$ cat src/logic/sdsr_pkg.sv
package sdsr_pkg;

  // ****************************************
  // Register map (printed offsets are word indices)
  // ****************************************
  localparam logic [7:0]  OUT3_DELAY_IDX      = 8'h18;
  localparam logic [7:0]  LOGIC_DELAY_IDX     = 8'h19;
  localparam logic [7:0]  SEQ_CLK_IDX         = 8'h1a;
  localparam int          BYTE_PER_WORD       = 4;

  localparam logic [15:0] DELAY_RESET         = 16'h01fc;
  localparam logic [15:0] SEQ_CLK_RESET       = 16'h00d1;

  // ****************************************
  // Field layout
  // ****************************************
  localparam int          DELAY_STEP_LSB      = 2;
  localparam int          DELAY_STEP_W        = 7;
  localparam int          PHASE_LSB           = 0;
  localparam int          PHASE_W             = 2;
  localparam int          POST_DIV_LSB        = 5;
  localparam int          POST_DIV_W          = 3;
  localparam int          PRE_DIV_LSB         = 1;
  localparam int          PRE_DIV_W           = 4;
  localparam int          SEQ_EN_BIT          = 0;

  localparam logic [3:0]  PRE_DIV_BY2         = 4'h2;
  localparam logic [3:0]  PRE_DIV_BY4         = 4'h4;
  localparam logic [3:0]  PRE_DIV_BY8         = 4'h8;

  // ****************************************
  // Types
  // ****************************************
  typedef enum logic [1:0] {
    SDSR_PH_IN_PHASE_INTERP_CLOCK_INV = 2'h0,
    SDSR_PH_QUADRATURE_INTERP_CLOCK_INV = 2'h1,
    SDSR_PH_QUADRATURE_INTERP_CLOCK     = 2'h2,
    SDSR_PH_IN_PHASE_INTERP_CLOCK     = 2'h3
  } sdsr_phase_t;

  typedef struct packed {
    logic [DELAY_STEP_W-1:0] step;
    sdsr_phase_t             phase;
  } sdsr_delay_t;

  typedef struct packed {
    logic [POST_DIV_W-1:0] post_div;
    logic [PRE_DIV_W-1:0]  pre_div;
    logic                  enable;
  } sdsr_seqclk_t;

endpackage

$ cat src/logic/sdsr_regs.sv
`timescale 1ns/1ps
`default_nettype none

module sdsr_regs (
  input  wire logic                core_clk,
  input  wire logic                reset,
  input  wire logic                psel,
  input  wire logic                penable,
  input  wire logic                pwrite,
  input  wire logic [11:0]         paddr,
  input  wire logic [31:0]         pwdata,
  input  wire logic [3:0]          pstrb,
  output logic      [31:0]         prdata,
  output logic                     pready,
  output logic                     pslverr,
  output sdsr_pkg::sdsr_delay_t    out3_delay,
  output sdsr_pkg::sdsr_delay_t    logic_ref_delay,
  output sdsr_pkg::sdsr_seqclk_t   seq_clk_cfg,
  output logic                     pre_divide_valid,
  output logic [7:0]               post_divide_ratio
);

  // ****************************************
  // Address decode
  // ****************************************
  function automatic logic [1:0] decode(input logic [11:0] a);
    if (a == 12'(sdsr_pkg::OUT3_DELAY_IDX * sdsr_pkg::BYTE_PER_WORD))
      decode = 2'd1;
    else if (a == 12'(sdsr_pkg::LOGIC_DELAY_IDX * sdsr_pkg::BYTE_PER_WORD))
      decode = 2'd2;
    else if (a == 12'(sdsr_pkg::SEQ_CLK_IDX * sdsr_pkg::BYTE_PER_WORD))
      decode = 2'd3;
    else
      decode = 2'd0;
  endfunction

  function automatic logic [15:0] merge(input logic [15:0] old, input logic [31:0] d,
                                        input logic [3:0] s);
    merge = {s[1] ? d[15:8] : old[15:8], s[0] ? d[7:0] : old[7:0]};
  endfunction

  logic [15:0] out3_word;
  logic [15:0] logic_word;
  logic [15:0] seq_word;
  logic        access;
  logic [1:0]  sel;

  assign access = psel && penable && pready;
  assign sel    = decode(paddr);

  // ****************************************
  // Register storage
  // ****************************************
  always_ff @(posedge core_clk or posedge reset) begin
    if (reset) begin
      out3_word  <= sdsr_pkg::DELAY_RESET;
      logic_word <= sdsr_pkg::DELAY_RESET;
      seq_word   <= sdsr_pkg::SEQ_CLK_RESET;
    end else if (access && pwrite) begin
      // Full 16 bits stored; reserved bits keep whatever software writes
      case (sel)
        2'd1: out3_word  <= merge(out3_word, pwdata, pstrb);
        2'd2: logic_word <= merge(logic_word, pwdata, pstrb);
        2'd3: seq_word   <= merge(seq_word, pwdata, pstrb);
        default: ;
      endcase
    end
  end

  // ****************************************
  // APB answer: one wait state, error on unmapped address
  // ****************************************
  always_ff @(posedge core_clk or posedge reset) begin
    if (reset) begin
      pready <= 1'b0;
    end else begin
      pready <= psel && penable && !pready;
    end
  end

  always_ff @(posedge core_clk or posedge reset) begin
    if (reset) begin
      pslverr <= 1'b0;
    end else begin
      pslverr <= psel && penable && !pready && (decode(paddr) == 2'd0);
    end
  end

  always_ff @(posedge core_clk or posedge reset) begin
    if (reset) begin
      prdata <= 32'h0000_0000;
    end else if (psel && penable && !pready && !pwrite) begin
      case (decode(paddr))
        2'd1:    prdata <= {16'h0000, out3_word};
        2'd2:    prdata <= {16'h0000, logic_word};
        2'd3:    prdata <= {16'h0000, seq_word};
        default: prdata <= 32'h0000_0000;
      endcase
    end
  end

  // ****************************************
  // Field outputs to delay and clock generators
  // ****************************************
  always_ff @(posedge core_clk or posedge reset) begin
    if (reset) begin
      out3_delay      <= sdsr_pkg::sdsr_delay_t'(sdsr_pkg::DELAY_RESET[8:0]);
      logic_ref_delay <= sdsr_pkg::sdsr_delay_t'(sdsr_pkg::DELAY_RESET[8:0]);
    end else begin
      out3_delay.step       <= out3_word[sdsr_pkg::DELAY_STEP_LSB +: sdsr_pkg::DELAY_STEP_W];
      out3_delay.phase      <= sdsr_pkg::sdsr_phase_t'(
                               out3_word[sdsr_pkg::PHASE_LSB +: sdsr_pkg::PHASE_W]);
      logic_ref_delay.step  <= logic_word[sdsr_pkg::DELAY_STEP_LSB +: sdsr_pkg::DELAY_STEP_W];
      logic_ref_delay.phase <= sdsr_pkg::sdsr_phase_t'(
                               logic_word[sdsr_pkg::PHASE_LSB +: sdsr_pkg::PHASE_W]);
    end
  end

  always_ff @(posedge core_clk or posedge reset) begin
    if (reset) begin
      seq_clk_cfg <= sdsr_pkg::sdsr_seqclk_t'(sdsr_pkg::SEQ_CLK_RESET[7:0]);
    end else begin
      seq_clk_cfg.post_div <= seq_word[sdsr_pkg::POST_DIV_LSB +: sdsr_pkg::POST_DIV_W];
      seq_clk_cfg.pre_div  <= seq_word[sdsr_pkg::PRE_DIV_LSB +: sdsr_pkg::PRE_DIV_W];
      seq_clk_cfg.enable   <= seq_word[sdsr_pkg::SEQ_EN_BIT];
    end
  end

  // Pre-divider accepts only the one-hot codes 2, 4 and 8
  always_ff @(posedge core_clk or posedge reset) begin
    if (reset) begin
      pre_divide_valid <= 1'b1;
    end else begin
      case (seq_word[sdsr_pkg::PRE_DIV_LSB +: sdsr_pkg::PRE_DIV_W])
        sdsr_pkg::PRE_DIV_BY2,
        sdsr_pkg::PRE_DIV_BY4,
        sdsr_pkg::PRE_DIV_BY8: pre_divide_valid <= 1'b1;
        default:               pre_divide_valid <= 1'b0;
      endcase
    end
  end

  // Post-divider ratio is two to the field value
  always_ff @(posedge core_clk or posedge reset) begin
    if (reset) begin
      post_divide_ratio <= 8'h01 << sdsr_pkg::SEQ_CLK_RESET[7:5];
    end else begin
      post_divide_ratio <= 8'h01 << seq_word[sdsr_pkg::POST_DIV_LSB +: sdsr_pkg::POST_DIV_W];
    end
  end

endmodule

`default_nettype wire

$ cat config.mk
export PLATFORM = sky130hd
export DESIGN_NAME = sdsr_regs
export DESIGN_NICKNAME = d
export VERILOG_FILES = /design/src/logic/sdsr_pkg.sv /design/src/logic/sdsr_regs.sv
export SDC_FILE = /design/constraint.sdc
export NUM_CORES = 1
export LEC_CHECK = 0
export CAP_MARGIN = 20
export CORE_MARGIN = 10
export CORE_UTILIZATION = 65
export DETAILED_ROUTE_END_ITERATION = 10
export DONT_BUFFER_PORTS = 1
export PLACE_DENSITY = 0.87
export SLEW_MARGIN = 0
export SYNTH_ARGS = -nofsm -noshare
export SYNTH_HDL_FRONTEND = slang
export SYNTH_SLANG_ARGS = --single-unit
$ cat constraint.sdc
create_clock -name core_clk -period 7.1 [get_ports core_clk]
set_input_delay 1.42 -clock core_clk [delete_from_list [all_inputs] [get_ports core_clk]]
set_output_delay 1.42 -clock core_clk [all_outputs]
set_load 0.01 [all_outputs]
# [Word level (Yosys, flattened, before mapping)]
# Index checks and enable logic that the tools add are counted.
[word_totals] reg_bits=117 input_bits=53 output_inout_bits=69 word_cells=53
[classes] eq_ne=12 n_shift=1 muxes=6 n_reduce_logical=16
[op_table] op="16-bit case mux with 3 select lines" count=1
[op_table] op="12-bit by 7-bit equality test with 1-bit output, second input constant" count=3
[op_table] op="3-bit AND reduction" count=6
[op_table] op="2-bit equality test, second input constant" count=4
[op_table] op="2-bit two-way mux" count=4
[op_table] op="1-bit by 3-bit << shifter with 8-bit output, first input constant" count=1
[op_table] op="1-bit logical AND" count=6
[op_table] op="2-bit by 1-bit equality test with 1-bit output, second input constant" count=2
[op_table] op="4-bit by 2-bit equality test with 1-bit output, second input constant" count=1
[op_table] op="4-bit by 3-bit equality test with 1-bit output, second input constant" count=1
[op_table] op="4-bit equality test, second input constant" count=1
[op_table] op="3-bit OR reduction" count=1
[op_table] op="1-bit zero test" count=2
[op_table] op="2-bit zero test" count=1
[op_table] op="1-bit two-way mux" count=1

# [Longest topological paths before layout]
[depth] ltp_word=7 depth_mapped=7 depth_no_buf=4

# [Worst setup path after synthesis]
# No wires, ideal clock.
[synth_timing] path_kind="input to register" from="in paddr[11]" to="reg out3_word[0]" setup_ps=125 arrival_time_ps=2816 required_time_ps=6975 slack_ps=4159 stages=5 path_buffers=1 cell_sequence="nor4b_4 nand2_4 or4_4 buf_6 mux2_4"
[synth_via] elab_chain_len=6 elab_cells_between_ends=8 classes_between="4 x eq/ne; 3 x mux; 1 x reduce/logical"
[synth_rtl] element="start: declaration" line="sdsr_regs.sv:10" source="input wire logic [11:0] paddr,"
[synth_rtl] element="12-bit by 7-bit equality test with 1-bit output" line="sdsr_regs.sv:31" source="else if (a == 12'(sdsr_pkg::SEQ_CLK_IDX * sdsr_pkg::BYTE_PER_WORD))"
[synth_rtl] element="2-bit two-way mux" line="sdsr_regs.sv:31"
[synth_rtl] element="2-bit two-way mux" line="sdsr_regs.sv:29" source="else if (a == 12'(sdsr_pkg::LOGIC_DELAY_IDX * sdsr_pkg::BYTE_PER_WORD))"
[synth_rtl] element="2-bit two-way mux *" line="sdsr_regs.sv:27" source="if (a == 12'(sdsr_pkg::OUT3_DELAY_IDX * sdsr_pkg::BYTE_PER_WORD))"
[synth_rtl] element="2-bit by 1-bit equality test with 1-bit output *" line="sdsr_regs.sv:61" source="case (sel)"
[synth_rtl] element="3-bit AND reduction (no source line) *"
[synth_rtl] element="end signal: assignment" line="sdsr_regs.sv:56" source="out3_word <= sdsr_pkg::DELAY_RESET;"
[synth_rtl] element="end signal: assignment" line="sdsr_regs.sv:62" source="2'd1: out3_word <= merge(out3_word, pwdata, pstrb);"
[synth_rtl] element="end: declaration" line="sdsr_regs.sv:42" source="logic [15:0] out3_word;"
# Mark *: on every way between the ends. The rest lies on a longest branch, timed or not.
# A chain may end at the register's enable or synchronous reset.

# [Worst setup path in the final report]
[layout_timing] from="in psel" to="reg prdata[13]"
[layout_via] elab_chain_len=3
[layout_rtl] element="start: declaration" line="sdsr_regs.sv:7" source="input wire logic psel,"
[layout_rtl] element="1-bit logical AND (3 in a row)" line="sdsr_regs.sv:92" source="end else if (psel && penable && !pready && !pwrite) begin"
[layout_rtl] element="end signal: assignment" line="sdsr_regs.sv:94" source="2'd1: prdata <= {16'h0000, out3_word};"
[layout_rtl] element="end signal: assignment" line="sdsr_regs.sv:95" source="2'd2: prdata <= {16'h0000, logic_word};"
[layout_rtl] element="end signal: assignment" line="sdsr_regs.sv:96" source="2'd3: prdata <= {16'h0000, seq_word};"
[layout_rtl] element="end: declaration" line="sdsr_regs.sv:13" source="output logic [31:0] prdata,"
# Every way passes these cells.

==> results_dict.tcl <==
set metrics [dict create \
    status "complete, no violations" \
    period_share_pct 40.5 \
    synth.distinct_cells 30 \
    fmax_mhz 347 \
    drt-pass1-iter-count 4 \
    cpPeakStageDelay_ns 0.75 \
    setup_violations 0 \
    synth_warnings 0 \
    drive_gt1_share_pct 38.7 \
    cts_tree "built" \
    die_w_um 99.8 \
    finalWirelength_um 8240 \
    ir_drop_v 0.000156 \
    busiest_layer "met2" \
    syn_to_final_growth_pct 4.26 \
    finClkSkew_ns 0.00704 \
    synth_area_leaders "dfrtp_1 38%, dfstp_2 24%, mux2_2 8.7%" \
    slowest_stage "or3_1" \
    numCtsBuffers 9 \
    postCtsHoldBufs 0 \
    crit_buf_inv 0 \
    final_cell_mix "63 x dfrtp_1, 38 x dfstp_2, 32 x mux2_2" \
    dp_hpwl_um 5630 \
    ios 122 \
    start_util_pct 66.0 \
    hold_viol_final 0 \
    gp_congestion 0.741 \
    antenna_found_initial 0 \
    netlist_area_um2 4140 \
    hold_path_class "flop to flop" \
    grt_pass1_wl_um 12600 \
    synth_top_area_cell "dfrtp_1" \
    layout_commonest_cell "dfrtp_1" \
    gr-usage-met3_pct 6.18 \
    fin_setup_tns_ns 0 \
    crit_top_cell "or3_1" \
    ys_seq_area_share_pct 62.2 \
    cp_cell_sequence "nand2_1 -> or3_1 -> or3_1 -> o21ai_0" \
    synth_top_area_share_pct 38.1 \
    fin_nets 348 \
    dieArea_um2 9970 \
    wl_per_cell_um 21.9 \
    path_delay_family "simple AND/OR/NAND/NOR gates" \
    cp_data_required_time_ns 7.36 \
    critical_path.startpoint_type "primary input" \
    grt_max_degree 65 \
    drtIter0Drc 52 \
    drtAntennaViolNets 0 \
    ctsLongestPathBuffers 2 \
    clk-insertion-delay-late_ns 0.35 \
    met1_usage_pct 17.7 \
    crit_path_end_kind "flop" \
    cts_root_buf "clkbuf_8" \
    core_um2 6280 \
    grt_util_met2_pct 27.8 \
    final_area_um2 4320 \
    grt_pass1_vias 2284 \
    globalRouteOverflowTotal 0 \
    post_cts_buffers 0 \
    via_per_inst 5.86 \
    slew_violations 0 \
    rsz0062_at_grt "false" \
    path_max_fanout 17 \
    clk_pin_slew_ns 0.09 \
    cts_resized 0 \
    syn_inst 297 \
    grt_use_total_pct 16.3 \
    vias 2208 \
    portBuffers 0 \
    maxCapViolCount 0 \
    clock_sinks 101 \
    drc_errors 0 \
    maxSlewHeadroom_pct 47.3 \
    diodes 0 \
    cts_max_level 3 \
    synth.ff_latch_count 101 \
    die-height_um 99.8 \
    min_period_ns 2.88 \
    row_count 29 \
    p_leak_nw 2.00 \
    syn_avg_cell_area_um2 13.9 \
    arrival_ns 3.14 \
    tightest_slew_ns 0.787 \
    placed_cell_area_um2 4110 \
    crit_type "primary input to flop" \
    powerDensity_nw_per_um2 225 \
]
sequential cells by signal, summed over array words and instances (netlist names):
signal,count
pre_divide_valid,1
out3_word,16
pslverr,1
logic_word,16
logic_ref_delay,9
out3_delay,9
prdata,16
pready,1
seq_word,16
seq_clk_cfg,8
post_divide_ratio,8
routing by layer:
layer | wire (um) | vias up
met4 | 134 | 0
met3 | 665 | 12
met5 | 0 | -
li1 | - | 981
met2 | 4380 | 62
met1 | 3060 | 1153
cells by family after synthesis:
family	count (synthesis)	share of synthesized area, %
DFF	101	62.2
muxes	64	18.4
and+or+nand+nor	63	9.91
AOI/OAI and AO/OA	35	4.29
buffers and inverters	32	4.98
xor gates and xnor gates	1	0.211
other	1	0.0905
Yosys cell counts (all sizes together):
master   n
a21oi   16
and3     1
and3b    1
and4     1
buf     22
clkbuf   8
conb     1
dfrtp   63
dfstp   38
inv      2
mux2    48
mux2i   16
nand2   22
nor2    21
nor3     2
nor3b    5
nor4     2
nor4b    3
o21a     1
o21ai   18
or3      3
or4      2
xor2     1
worst register-to-register path: stages, from the launching register on:
cell,delay [ns]
dfrtp_1,0.45
or3_1,0.71
or3_1,0.75
o21ai_0,0.30
per-stage QoR:
stage | setup WS [ns] | cells | util [%] | hold slack (ns) | total power, mW
after global placement | 3.86 | 361 | 65.5 | 0.364 | 0.613
after detailed placement | 3.79 | 361 | 65.5 | 0.364 | 0.614
after CTS | 4.19 | 377 | 68.8 | 0.375 | 0.977
after floorplan | 3.10 | 312 | - | 0.352 | 0.618
final | 4.22 | 377 | 68.8 | 0.372 | 0.970
after global routing | 4.08 | 377 | 68.8 | 0.384 | 1.00
where the power goes:
group / internal (mW) / leakage, nW / switching [mW]
clock network: 0.168 / 0.0997 / 0.199
registers: 0.577 / 1.27 / 0.000847
logic: 0.00546 / 0.640 / 0.0200
final cells by class:
type | instances | area (um^2)
well taps | 77 | 96.3
fillers | 428 | 1960
clock buffers | 9 | 124
repair buffers | 2 | 15.0
multi-input cells | 179 | 1420
clock inverters | 7 | 81.3
flip-flops and latches | 101 | 2570
inverters | 2 | 10.0
final timing paths:
path	slack (ns)	depth (start not counted)	startpoint	to
min in group asynchronous	0.94	1	reset	pready$_DFF_PP0_
hold reg to reg	0.37	0	seq_word[0]$_DFFE_PP1P_	seq_clk_cfg[0]$_DFF_PP1_
hold / removal	0.37	0	seq_word[0]$_DFFE_PP1P_	seq_clk_cfg[0]$_DFF_PP1_
max in group asynchronous	5.07	2	reset	seq_word[2]$_DFFE_PP0P_
setup reg to reg	4.80	3	pready$_DFF_PP0_	prdata[13]$_DFFE_PP0P_
setup / recovery	4.22	4	psel	prdata[13]$_DFFE_PP0P_
Power figures use the tool's default switching activity.
